==> config.mk <==
export PLATFORM = sky130hd
export DESIGN_NAME = fer_unit
export DESIGN_NICKNAME = d
export VERILOG_FILES = /design/src/fer_nan_class.v /design/src/fer_ovf_pick.v /design/src/fer_unit.v
export VERILOG_INCLUDE_DIRS = /design/src
export SDC_FILE = /design/constraint.sdc
export NUM_CORES = 1
export LEC_CHECK = 0
export ABC_AREA = 1
export BUFFER_PORTS_ARGS = -buffer_cell sky130_fd_sc_hd__buf_4
export CAP_MARGIN = 20
export CORE_UTILIZATION = 45
export DETAILED_ROUTE_END_ITERATION = 16
export PLACE_DENSITY = 0.87
export SETUP_SLACK_MARGIN = 0.05
export SYNTH_ARGS = -nofsm -noshare
export SYNTH_HDL_FRONTEND = slang
export SYNTH_SLANG_ARGS = --single-unit
==> constraint.sdc <==
create_clock -name MCLK_I -period 1.9 [get_ports MCLK_I]
set_input_delay 0.19 -clock MCLK_I [delete_from_list [all_inputs] [get_ports MCLK_I]]
set_output_delay 0.19 -clock MCLK_I [all_outputs]
set_load 0.01 [all_outputs]
==> src/fer_defs.vh <==
// Purpose: constants of the fp exception and rounding unit
// Assumes: included by bare name from every design file
// Notes: offsets are byte addresses on the plain register port
`ifndef FER_DEFS_VH
`define FER_DEFS_VH
// register offsets
`define FER_SR_OFS 4'h0
`define FER_FLG_OFS 4'h4
// reset values
`define FER_SR_RST 32'h0000_0000
`define FER_FLG_RST 32'h0000_0000
// writable bits of the exception register, the rest reads as zero
`define FER_FLG_MASK 32'h0000_1f1f
// status fields
`define FER_RND_HI 14
`define FER_RND_LO 13
`define FER_TE_HI 12
`define FER_TE_LO 8
// exception register fields
`define FER_ACC_HI 4
`define FER_ACC_LO 0
`define FER_ACT_HI 12
`define FER_ACT_LO 8
// exception vector bits
`define FER_X_INV 4
`define FER_X_DZ 3
`define FER_X_OVF 2
`define FER_X_UNF 1
`define FER_X_INX 0
// rounding modes
`define FER_RM_NEAR 2'h0
`define FER_RM_ZERO 2'h1
`define FER_RM_MINF 2'h2
`define FER_RM_PINF 2'h3
// not-a-number test field of the exponent word
`define FER_NAN_HI 30
`define FER_NAN_LO 19
`define FER_NAN_ONES 12'hfff
// operation codes
`define FER_OP_ADD 4'h0
`define FER_OP_SUB 4'h1
`define FER_OP_MUL 4'h2
`define FER_OP_DIV 4'h3
`define FER_OP_CVTI 4'h4
`define FER_OP_CVTF 4'h5
`define FER_OP_CMP 4'h6
`define FER_OP_CMPU 4'h7
`define FER_OP_MOVE 4'h8
`define FER_OP_ABS 4'h9
`define FER_OP_NEG 4'ha
`define FER_OP_SQRT 4'hb
// special magnitudes, sign bit clear
`define FER_S_INF 32'h7f80_0000
`define FER_S_MAX 32'h7f7f_ffff
`define FER_D_INF 64'h7ff0_0000_0000_0000
`define FER_D_MAX 64'h7fef_ffff_ffff_ffff
`endif

==> src/fer_nan_class.v <==
// Purpose: classify one exponent word as quiet or signaling nan
// Assumes: word is the operand word that carries the exponent
// Notes: purely combinational
`timescale 1ns/1ns
`include "fer_defs.vh"
module fer_nan_class (
  // operand
  input wire [31:0] word_i,
  // class
  output wire nan_o,
  output wire snan_o
);

// RULE5 exponent ones
assign nan_o = (word_i[`FER_NAN_HI:`FER_NAN_LO] == `FER_NAN_ONES);
// RULE6 bit zero flavour
assign snan_o = nan_o & word_i[0];

endmodule

==> src/fer_ovf_pick.v <==
// Purpose: pick the delivered value of an untrapped overflow or infinity
// Assumes: single results sit in the upper word, lower word zero
// Notes: purely combinational
`timescale 1ns/1ns
`include "fer_defs.vh"
module fer_ovf_pick (
  // selection
  input wire [1:0] rmode_i,
  input wire sign_i,
  input wire dbl_i,
  input wire force_inf_i,
  // value
  output wire [63:0] val_o
);

reg to_inf;
wire [63:0] mag;

// RULE13 mode and sign
always @* begin
  case (rmode_i)
    `FER_RM_NEAR: to_inf = 1'b1;
    `FER_RM_ZERO: to_inf = 1'b0;
    `FER_RM_MINF: to_inf = sign_i;
    `FER_RM_PINF: to_inf = ~sign_i;
    default: to_inf = 1'b1;
  endcase
end

assign mag = dbl_i ? ((to_inf | force_inf_i) ? `FER_D_INF : `FER_D_MAX) :
  {((to_inf | force_inf_i) ? `FER_S_INF : `FER_S_MAX), 32'h0000_0000};
assign val_o = {sign_i, mag[62:0]};

endmodule

==> src/fer_unit.v <==
// Purpose: fp exception detection, flag update and destination control
// Assumes: arithmetic datapath supplies operand classes and rounding facts
// Notes: one operation is judged per OP_VALID_I; answers one cycle later
//
// Behaviour
// [RULE1] status bits 14..13 choose the rounding mode in four codes.
// [RULE2] status bits 12..8 enable traps: invalid, divzero, overflow, underflow, inexact.
// [RULE3] accrued flags in bits 4..0, actual flags in bits 12..8.
// [RULE4] reserved exception register bits stay zero, software writes them zero.
// [RULE5] an operand is a nan when exponent word bits 30..19 are ones.
// [RULE6] nan bit zero clear is quiet, set is signaling; 18..1 payload.
// [RULE7] only compares update the processor condition flags.
// [RULE8] inexact rises on an unrepresentable result or on overflow.
// [RULE9] an enabled trap keeps destination and sources untouched.
// [RULE10] untrapped inexact still writes the rounded or overflowed result.
// [RULE11] overflow when the unbounded rounded result exceeds the largest finite.
// [RULE12] overflow also raises inexact and sets its flag.
// [RULE13] untrapped overflow value follows rounding mode and result sign.
// [RULE14] divide by zero needs a zero divisor and finite nonzero dividend.
// [RULE15] untrapped divide by zero delivers a correctly signed infinity.
// [RULE16] invalid on inf minus inf, zero times inf, bad divides, conversions, compares, sqrt.
// [RULE17] signaling nan in any arithmetic op is invalid, a move is not.
// [RULE18] untrapped invalid signals the unimplemented exception, no nan written.
// [RULE19] with underflow trap on, any tiny result signals underflow.
// [RULE20] with underflow trap off, underflow needs tininess and accuracy loss.
// [RULE21] untrapped sets accrued flag; trapped sets actual, clears others.
// [RULE22] overflow or underflow trap wins over inexact; inexact accrued still set.
`timescale 1ns/1ns
`include "fer_defs.vh"
module fer_unit (
  // clock and reset
  input wire MCLK_I,
  input wire NRST_I,
  // register port
  input wire [3:0] REG_ADDR_I,
  input wire [31:0] REG_WDATA_I,
  input wire REG_WR_I,
  input wire REG_RD_I,
  output wire [31:0] REG_RDATA_O,
  // operation from the datapath
  input wire OP_VALID_I,
  input wire [3:0] OP_CODE_I,
  input wire OP_DBL_I,
  input wire [31:0] OPA_HI_I,
  input wire [31:0] OPB_HI_I,
  input wire OPA_ZERO_I,
  input wire OPA_INF_I,
  input wire OPB_ZERO_I,
  input wire OPB_INF_I,
  // rounding facts from the datapath
  input wire RES_SIGN_I,
  input wire RES_INEXACT_I,
  input wire RES_OVF_I,
  input wire RES_TINY_I,
  input wire RES_LOSS_I,
  input wire CVT_UNREP_I,
  // controls to the datapath
  output wire [1:0] ROUND_SEL_O,
  // verdict, one cycle after the operation
  output wire DONE_O,
  output wire DEST_WE_O,
  output wire SUBST_O,
  output wire [31:0] SUBST_HI_O,
  output wire [31:0] SUBST_LO_O,
  output wire TRAP_O,
  output wire UNIMPL_O,
  output wire CC_WE_O,
  output wire [4:0] EXC_O
);

// ****************************************
// operation kind
// ****************************************

function is_arith;
  input [3:0] op;
  begin
    is_arith = (op != `FER_OP_MOVE) && (op != `FER_OP_CMPU);
  end
endfunction

wire arith = is_arith(OP_CODE_I);
wire is_cmp = (OP_CODE_I == `FER_OP_CMP) || (OP_CODE_I == `FER_OP_CMPU);
// compares never round, so they raise nothing but unordered
wire rounds = is_arith(OP_CODE_I) && !is_cmp;
wire op_add = (OP_CODE_I == `FER_OP_ADD);
wire op_sub = (OP_CODE_I == `FER_OP_SUB);
wire op_mul = (OP_CODE_I == `FER_OP_MUL);
wire op_div = (OP_CODE_I == `FER_OP_DIV);
wire op_cvti = (OP_CODE_I == `FER_OP_CVTI);
wire op_cmp = (OP_CODE_I == `FER_OP_CMP);
wire op_sqrt = (OP_CODE_I == `FER_OP_SQRT);

// ****************************************
// registers
// ****************************************

reg [31:0] sr_r;
reg [31:0] sr_nxt;
reg [31:0] flg_r;
reg [31:0] flg_nxt;
reg [31:0] rdata_r;
reg [31:0] rdata_nxt;

// RULE1 rounding field
assign ROUND_SEL_O = sr_r[`FER_RND_HI:`FER_RND_LO];

// RULE2 trap enables
wire [4:0] trap_en = sr_r[`FER_TE_HI:`FER_TE_LO];

// ****************************************
// operand classes
// ****************************************

wire a_nan;
wire a_snan;
wire b_nan;
wire b_snan;

fer_nan_class u_cls_a (
  .word_i(OPA_HI_I),
  .nan_o(a_nan),
  .snan_o(a_snan)
);

fer_nan_class u_cls_b (
  .word_i(OPB_HI_I),
  .nan_o(b_nan),
  .snan_o(b_snan)
);

wire a_sign = OPA_HI_I[31];
wire b_sign = OPB_HI_I[31];
wire unordered = a_nan | b_nan;
// single-operand ops carry no second operand worth testing
wire one_src = op_sqrt || (OP_CODE_I == `FER_OP_ABS) ||
  (OP_CODE_I == `FER_OP_NEG) || op_cvti || (OP_CODE_I == `FER_OP_CVTF);
wire any_snan = a_snan | (b_snan & ~one_src);
wire a_finite_nz = ~OPA_ZERO_I & ~OPA_INF_I & ~a_nan;

// ****************************************
// exception detection
// ****************************************

reg [4:0] raised;
reg inv_cause;

always @* begin
  inv_cause = 1'b0;
  // RULE17 signaling operand
  if (arith && any_snan) begin
    inv_cause = 1'b1;
  end
  // RULE16 magnitude subtraction of infinities
  if (OPA_INF_I && OPB_INF_I && !unordered) begin
    if ((op_add && (a_sign != b_sign)) || (op_sub && (a_sign == b_sign))) begin
      inv_cause = 1'b1;
    end
  end
  // RULE16 zero times infinity
  if (op_mul && ((OPA_ZERO_I && OPB_INF_I) || (OPA_INF_I && OPB_ZERO_I))) begin
    inv_cause = 1'b1;
  end
  // RULE16 zero over zero, inf over inf
  if (op_div && ((OPA_ZERO_I && OPB_ZERO_I) || (OPA_INF_I && OPB_INF_I))) begin
    inv_cause = 1'b1;
  end
  // RULE16 conversion to fixed point
  if (op_cvti && (CVT_UNREP_I || OPA_INF_I || a_nan)) begin
    inv_cause = 1'b1;
  end
  // RULE16 ordered compare of unordered pair
  if (op_cmp && unordered) begin
    inv_cause = 1'b1;
  end
  // RULE16 negative square root
  if (op_sqrt && a_sign && !OPA_ZERO_I && !a_nan) begin
    inv_cause = 1'b1;
  end
  raised = 5'h00;
  raised[`FER_X_INV] = inv_cause;
  // RULE14 finite nonzero over zero
  raised[`FER_X_DZ] = op_div && OPB_ZERO_I && a_finite_nz && !b_nan;
  // RULE11 unbounded rounded magnitude too large
  raised[`FER_X_OVF] = rounds && !inv_cause && RES_OVF_I;
  // RULE19 tininess alone when trapping
  // RULE20 tininess and loss when not
  raised[`FER_X_UNF] = rounds && !inv_cause && RES_TINY_I &&
    (trap_en[`FER_X_UNF] || RES_LOSS_I);
  // RULE8 RULE12 inexact with overflow
  raised[`FER_X_INX] = rounds && !inv_cause && (RES_INEXACT_I || RES_OVF_I);
  if (raised[`FER_X_DZ]) begin
    raised[`FER_X_OVF] = 1'b0;
    raised[`FER_X_UNF] = 1'b0;
    raised[`FER_X_INX] = 1'b0;
  end
end

// ****************************************
// trap decision
// ****************************************

reg [4:0] trap_hit;
reg [4:0] acc_set;

always @* begin
  trap_hit = raised & trap_en;
  acc_set = raised & ~trap_en;
  // RULE22 overflow or underflow trap first
  if (trap_hit[`FER_X_OVF] || trap_hit[`FER_X_UNF]) begin
    trap_hit[`FER_X_INX] = 1'b0;
    acc_set[`FER_X_INX] = raised[`FER_X_INX];
  end
end

wire take_trap = OP_VALID_I && (trap_hit != 5'h00);
// RULE18 no quiet nan is ever built
wire unimpl = OP_VALID_I && raised[`FER_X_INV] && !trap_en[`FER_X_INV];

// ****************************************
// substitute result
// ****************************************

wire [63:0] pick_val;
wire dz_path = raised[`FER_X_DZ];

// RULE13 overflow value
// RULE15 signed infinity on divide by zero
fer_ovf_pick u_pick (
  .rmode_i(sr_r[`FER_RND_HI:`FER_RND_LO]),
  .sign_i(dz_path ? (a_sign ^ b_sign) : RES_SIGN_I),
  .dbl_i(OP_DBL_I),
  .force_inf_i(dz_path),
  .val_o(pick_val)
);

// ****************************************
// register write and read
// ****************************************

wire wr_sr = REG_WR_I && (REG_ADDR_I == `FER_SR_OFS);
wire wr_flg = REG_WR_I && (REG_ADDR_I == `FER_FLG_OFS);

always @* begin
  sr_nxt = wr_sr ? REG_WDATA_I : sr_r;
end

// hardware sets win over a software write in the same cycle
always @* begin
  // RULE4 reserved bits forced zero
  flg_nxt = wr_flg ? (REG_WDATA_I & `FER_FLG_MASK) : flg_r;
  if (OP_VALID_I) begin
    // RULE3 RULE21 accrued flags
    flg_nxt[`FER_ACC_HI:`FER_ACC_LO] = flg_nxt[`FER_ACC_HI:`FER_ACC_LO] | acc_set;
  end
  if (take_trap) begin
    // RULE3 RULE21 actual flags
    flg_nxt[`FER_ACT_HI:`FER_ACT_LO] = trap_hit;
  end
end

always @* begin
  rdata_nxt = 32'h0000_0000;
  if (REG_RD_I) begin
    case (REG_ADDR_I)
      `FER_SR_OFS: rdata_nxt = sr_r;
      `FER_FLG_OFS: rdata_nxt = flg_r & `FER_FLG_MASK;
      default: rdata_nxt = 32'h0000_0000;
    endcase
  end
end

assign REG_RDATA_O = rdata_r;

// ****************************************
// verdict registers
// ****************************************

reg done_r;
reg dest_we_r;
reg subst_r;
reg [63:0] subst_val_r;
reg trap_r;
reg unimpl_r;
reg cc_we_r;
reg [4:0] exc_r;

// RULE9 trapped destination untouched
// RULE10 untrapped inexact writes result
wire dest_we_nxt = OP_VALID_I && !is_cmp && !take_trap && !raised[`FER_X_INV];
wire subst_nxt = dest_we_nxt && (raised[`FER_X_OVF] || dz_path);
// RULE7 condition flags on compare only
wire cc_we_nxt = OP_VALID_I && is_cmp;

always @(posedge MCLK_I or negedge NRST_I) begin
  if (!NRST_I) begin
    sr_r <= `FER_SR_RST;
    flg_r <= `FER_FLG_RST;
    rdata_r <= 32'h0000_0000;
    done_r <= 1'b0;
    dest_we_r <= 1'b0;
    subst_r <= 1'b0;
    subst_val_r <= 64'h0000_0000_0000_0000;
    trap_r <= 1'b0;
    unimpl_r <= 1'b0;
    cc_we_r <= 1'b0;
    exc_r <= 5'h00;
  end else begin
    sr_r <= sr_nxt;
    flg_r <= flg_nxt;
    rdata_r <= rdata_nxt;
    done_r <= OP_VALID_I;
    dest_we_r <= dest_we_nxt;
    subst_r <= subst_nxt;
    subst_val_r <= subst_nxt ? pick_val : 64'h0000_0000_0000_0000;
    trap_r <= take_trap;
    unimpl_r <= unimpl;
    cc_we_r <= cc_we_nxt;
    exc_r <= OP_VALID_I ? raised : 5'h00;
  end
end

assign DONE_O = done_r;
assign DEST_WE_O = dest_we_r;
assign SUBST_O = subst_r;
assign SUBST_HI_O = subst_val_r[63:32];
assign SUBST_LO_O = subst_val_r[31:0];
assign TRAP_O = trap_r;
assign UNIMPL_O = unimpl_r;
assign CC_WE_O = cc_we_r;
assign EXC_O = exc_r;

endmodule

# Word-level counts from Yosys, hierarchy flattened
# Index checks and enable logic that the tools add are counted.
classes:
  n_eq_ne: 20
  n_mux: 23
  n_bitwise: 18
  n_reduce_logical: 62
ops:
  columns: ["cell", "count"]
  rows:
  - ["64-bit two-way mux", 1]
  - ["32-bit case mux with 2 select lines", 1]
  - ["63-bit two-way mux", 1]
  - ["53-bit two-way mux", 1]
  - ["1-bit logical AND", 35]
  - ["32-bit two-way mux", 1]
  - ["12-bit equality test (second input constant)", 2]
  - ["24-bit two-way mux", 1]
  - ["4-bit by 3-bit equality test with 1-bit output (second input constant)", 5]
  - ["5-bit two-way mux", 3]
  - ["1-bit logical OR", 14]
  - ["13-bit two-way mux", 1]
  - ["4-bit equality test (second input constant)", 3]
  - ["1-bit two-way mux", 11]
  - ["5-bit bitwise AND", 2]
  - ["4-bit by 2-bit equality test with 1-bit output (second input constant)", 2]
  - ["1-bit logical NOT", 8]
  - ["4-bit logical NOT", 2]
  - ["1-bit bitwise AND", 5]
  - ["1-bit inverter", 5]
  - ["5-bit inverter", 1]
  - ["5-bit OR", 1]
  - ["5-bit nonzero test", 1]
  - ["2-bit equality test (second input constant)", 2]
  - ["12 further kinds", 14]
word_totals:
  ff_bits: 149
  inputBits: 120
  output_inout_bits: 109
  wordCells: 135

# Depth between registers and ports, before layout
depth:
  depth_word: 32
  mapped_depth: 17
  ltp_nobuf: 17

# Cells and area by module
# A second synthesis with hierarchy kept.
unflattened:
  cells_unflattened: 696
  area_unflattened_um2: 6701.4
modules_own_cells:
  columns: ["mod", "instances", "cells_each", "area_each_um2", "seq_area_each_um2"]
  rows:
  - ["fer_unit", 1, 594, 6059.6, 3728.6]
  - ["fer_ovf_pick", 1, 76, 541.8, 0.0]
  - ["fer_nan_class", 2, 13, 50.0, 0.0]

# Worst setup path before layout
# OpenSTA, ideal clock, no wires.
synth_timing:
  path_kind: "input port to flip-flop"
  startpoint: "in OP_CODE_I[2]"
  endpoint: "reg subst_val_r[52]"
  setup_time_ps: 72
  t_arrival_ps: 1647
  required_ps: 1828
  path_slack_ps: 181
  cell_stages: 13
  path_buffers: 1
  path_cell_list: "nor2_2 > clkinv_1 > nor2_1 > and3_1 > nand3_1 > buf_2 > a21oi_1 > nand2_1 > nand2_1 > nand2_1 > nor2_2 > ha_1 > nor2_1"
synth_between:
  elab_chain_cells: 32
  word_cells_on_any_way: 72
  cone_classes: "eq/ne (12); mux (16); bitwise (6); reduce/logical (38)"
synth_rtl:
  columns: ["element", "line", "text"]
  rows:
  - ["from (decl)", "fer_unit.v:42", "input wire [3:0] OP_CODE_I,"]
  - ["4-bit equality test (no source line)", null, null]
  - ["1-bit logical OR (4 in series)", "fer_unit.v:136", "wire one_src = op_sqrt || (OP_CODE_I == `FER_OP_ABS) ||"]
  - ["1-bit inverter", "fer_unit.v:138", "wire any_snan = a_snan | (b_snan & ~one_src);"]
  - ["1-bit bitwise AND", "fer_unit.v:138", null]
  - ["1-bit OR", "fer_unit.v:138", null]
  - ["1-bit logical AND", "fer_unit.v:151", "if (arith && any_snan) begin"]
  - ["1-bit two-way mux", "fer_unit.v:151", null]
  - ["1-bit two-way mux", "fer_unit.v:156", "if ((op_add && (a_sign != b_sign)) || (op_sub && (a_sign == b_sign))) begin"]
  - ["[12 not listed]", null, null]
  - ["1-bit logical OR", "fer_unit.v:210", "if (trap_hit[`FER_X_OVF] || trap_hit[`FER_X_UNF]) begin"]
  - ["1-bit two-way mux", "fer_unit.v:210", null]
  - ["5-bit nonzero test", "fer_unit.v:216", "wire take_trap = OP_VALID_I && (trap_hit != 5'h00);"]
  - ["1-bit logical AND", "fer_unit.v:216", null]
  - ["1-bit logical NOT", "fer_unit.v:290", "wire dest_we_nxt = OP_VALID_I && !is_cmp && !take_trap && !raised[`FER_X_INV];"]
  - ["1-bit logical AND (2 in series)", "fer_unit.v:290", null]
  - ["1-bit logical AND", "fer_unit.v:291", "wire subst_nxt = dest_we_nxt && (raised[`FER_X_OVF] || dz_path);"]
  - ["64-bit two-way mux (*)", "fer_unit.v:315", "subst_val_r <= subst_nxt ? pick_val : 64'h0000_0000_0000_0000;"]
  - ["to (signal assigned)", "fer_unit.v:315", null]
  - ["to (decl)", "fer_unit.v:282", "reg [63:0] subst_val_r;"]
# Mark *: on every way between the ends. The rest lies on a longest branch, timed or not.
# A chain may end at the register's enable or synchronous reset.

# Final worst setup path
layout_timing:
  startpoint: "in OP_CODE_I[3]"
  endpoint: "reg flg_r[8]"
layout_between:
  elab_chain_cells: 28
  word_cells_on_any_way: 60
  cone_classes: "eq/ne (12); mux (11); bitwise (4); reduce/logical (33)"
layout_rtl:
  columns: ["element", "line", "text"]
  rows:
  - ["4-bit equality test (no source line)", null, null]
  - ["1-bit logical OR (4 in series)", "fer_unit.v:136", null]
  - ["1-bit inverter", "fer_unit.v:138", null]
  - ["1-bit bitwise AND", "fer_unit.v:138", null]
  - ["1-bit OR", "fer_unit.v:138", null]
  - ["1-bit logical AND", "fer_unit.v:151", null]
  - ["1-bit two-way mux", "fer_unit.v:151", null]
  - ["1-bit two-way mux", "fer_unit.v:156", null]
  - ["[8 not listed]", null, null]
  - ["1-bit logical AND (2 in series)", "fer_unit.v:188", "raised[`FER_X_UNF] = rounds && !inv_cause && RES_TINY_I &&"]
  - ["3-bit two-way mux", "fer_unit.v:192", "if (raised[`FER_X_DZ]) begin"]
  - ["5-bit bitwise AND (*)", "fer_unit.v:207", "trap_hit = raised & trap_en;"]
  - ["1-bit logical OR", "fer_unit.v:210", null]
  - ["1-bit two-way mux", "fer_unit.v:210", null]
  - ["5-bit nonzero test", "fer_unit.v:216", null]
  - ["1-bit logical AND", "fer_unit.v:216", null]
  - ["5-bit two-way mux or 2-bit nonzero test (tied branches)", null, null]
  - ["to (signal assigned)", "fer_unit.v:298", "flg_r <= `FER_FLG_RST;"]
  - ["to (signal assigned)", "fer_unit.v:310", "flg_r <= flg_nxt;"]
  - ["to (decl)", "fer_unit.v:100", "reg [31:0] flg_r;"]
# Marks and branches as above.

==> out/qor.csv <==
metric;value;unit
Final Cycle Share;87.2;%
vias in the first global route;3531;
total number of vias;3697;
Ports;229;
placed cells;770;
share of layout cells above drive strength 1;38.6;%
hold slack;0.0204;ns
core area;9240;um2
Longest Clk Path Bufs;2;
CTS sink count;91;
RSZ-0062 raised after global routing;no;
Slew @ Worst Pin;0.537;ns
f_max;603;MHz
PwrDens;798;nW/um2
Worst EP arrival;1.91;ns
final non-filler cell total;787;
Clock Latency Late Sink;0.36;ns
antenna violations before repair;0;
Setup crit end kind;flip-flop;
num rows;35;
HP Class;in2reg;
relative slew slack;64.2;%
Diodes inserted;0;
DRC;0;
worst-path fanout max;7;
CP Class;in2reg;
IO buf count;192;
Pwr Total;0.00465;W
DP HPWL;7710;um
MaxCap Viol Count;0;
clock buffer count from CTS;9;
Clock Tree Root;clkbuf_8;
P_leak;3.31;nW
Synth Register Bits;91;
most frequent cells in the layout;buf_4 (214), nand2_1 (99), dfrtp_1 (91);
fin util;63.1;%
initial cell density of the core;46.6;%
Setup Buffers After CTS;0;
syn nets;622;
Vias/cell;4.70;
antenna violation net count after detailed routing;0;
cells along the critical path;buf_4 -> nor2_2 -> clkinv_1 -> nor2_1 -> and3_1 -> nand3_2 -> buf_4 -> o211a_1 -> nand3_2 -> nand2_2 -> o21ai_2 -> buf_4 -> nand2_1 -> nand2_1 -> nand2_1;
Initial DRT Pass Iterations;5;
Syn Inst Count;499;
placer congestion estimate;0.816;
area grow syn2layout;35.3;%
dpl ws;-0.129;ns
fillers;714;
commonest non-fill, non-tap cell in the layout;buf_4;
library cells used by synthesis;31;
GRT Total Usage;21.2;%
hold depth;1;
crit path max-delay cell type;and3_1;
Die ar.;9970;um2
startpoint types;input port;
GR Overflow Total;0;
Syn Area/Cell;8.63;um2
largest net degree at the start of global routing;53;
cell area after synthesis;4310;um2
initial drt markers;133;
clock skew;0.0121;ns
Slew Viols, Final;0;
Syn. warnings;0;
Worst VDD drop;0.403;mV
wire length per cell;13.0;um
Clk pin slew, worst setup/hold paths;0.09;ns
drt total wl;10200;um
status;complete, no violations;
worst setup margin;0.243;ns
number of nets in the layout;776;
global-route wire length before repair;16400;um
Vert. Die Dim;99.8;um
area of the multi-input gates;1330;um2
storage element area;2280;um2
Max stage delay on crit path;0.19;ns
die width;99.8;um
CTS H-tree depth;3;
Hold Fails Final Rpt;0;
Reg2Reg Depth;8;
register area share after synthesis;52.9;%
CTS tree;yes;
# setup viols final;0;
Critical Path RT;2.15;ns
crit path time final;1.66;ns
## cell type report
cell class,count,area share (%)
sequential,91,39.1
timing repair buffer,216,28.1
multi-input combinational,282,22.8
inverter,53,3.41
tap,129,2.77
clock buffer,10,2.19
clock inverter,6,1.65
## sequential cells by signal (all words and copies together), names as in the netlist
signal / count
DONE_O: 1
DEST_WE_O: 1
EXC_O: 5
TRAP_O: 1
UNIMPL_O: 1
subst_val_r: 7
sr_r: 32
CC_WE_O: 1
REG_RDATA_O: 32
flg_r: 10
## stage by stage
step | TNS [ns] | cell area (um2)
floorplan | 0 | 4310
global placement | -0.138 | 5590
detailed placement | -1.46 | 5590
CTS | 0 | 5820
global route | 0 | 5830
finish | 0 | 5830
## worst max-delay path, delay by kind of cell
| family | cells | cell delay (ns) |
|---|---|---|
| simple gates | 9 | 0.85 |
| buf+inv | 4 | 0.56 |
| compound gates | 2 | 0.30 |
## synth_stat cells
library cell	n	area, um2
o31ai_1	2	15.0
nor3_2	1	10.0
inv_2	3	11.3
nor2_1	76	285
nand4_1	3	18.8
nand3_1	20	100
nand4_2	1	12.5
o221ai_1	1	8.76
a21oi_1	38	190
o211a_1	1	10.0
o21ai_2	1	8.76
nor3_1	5	25.0
nor4_1	1	6.26
o21ai_0	10	50.1
buf_4	60	450
nand2_2	2	12.5
nand2_1	100	375
buf_6	1	11.3
ha_1	3	37.5
nor2_2	7	43.8
o211ai_1	2	15.0
nor2_8	1	20.0
dfrtp_1	91	2280
nand3_2	2	20.0
inv_1	47	176
buf_2	2	10.0
clkbuf_1	10	37.5
and3_1	1	6.26
mux2_2	3	33.8
clkinv_1	3	11.3
nand3_4	1	17.5
## logic make-up after synthesis
family          Yosys count  synth area share (%)
fa+ha+maj                 3                 0.871
compound gates           55                  6.91
flops                    91                  52.9
mux                       3                 0.784
simple gates            221                  22.1
buf+inv                 126                  16.4
## final timing paths
check | startpoint | endpoint | slack, ns
max | OP_CODE_I[3] | flg_r[8] | 0.24
max in group asynchronous | NRST_I | REG_RDATA_O[14] | 0.96
max reg2reg | sr_r[9] | flg_r[8] | 0.44
min reg2reg | sr_r[3] | sr_r[3] | 0.49
min in group asynchronous | NRST_I | REG_RDATA_O[25] | 0.32
min | OP_VALID_I | DONE_O | 0.02
## routing by layer
metal,GRT usage (%),share of wire (%),vias to the layer above
met5,0,0,-
met4,9.62,2.8,0
met3,4.74,6.1,23
met2,36.6,52,158
met1,25.4,39,1714
li1,-,-,1802
## timing repair
item,4_1_cts,5_1_grt
hold buffers,1,0
hold endpoints to repair,35,0
endpoints found under the setup margin,0,4
resized for setup,0,1
## report_power, final
group / switching [W] / total (W) / internal (W)
combinational: 0.000465 / 0.000890 / 0.000425
clock: 0.000713 / 0.00147 / 0.000760
sequential: 0.000122 / 0.00229 / 0.00217
Note: power is estimated with default switching activity, not from simulation.
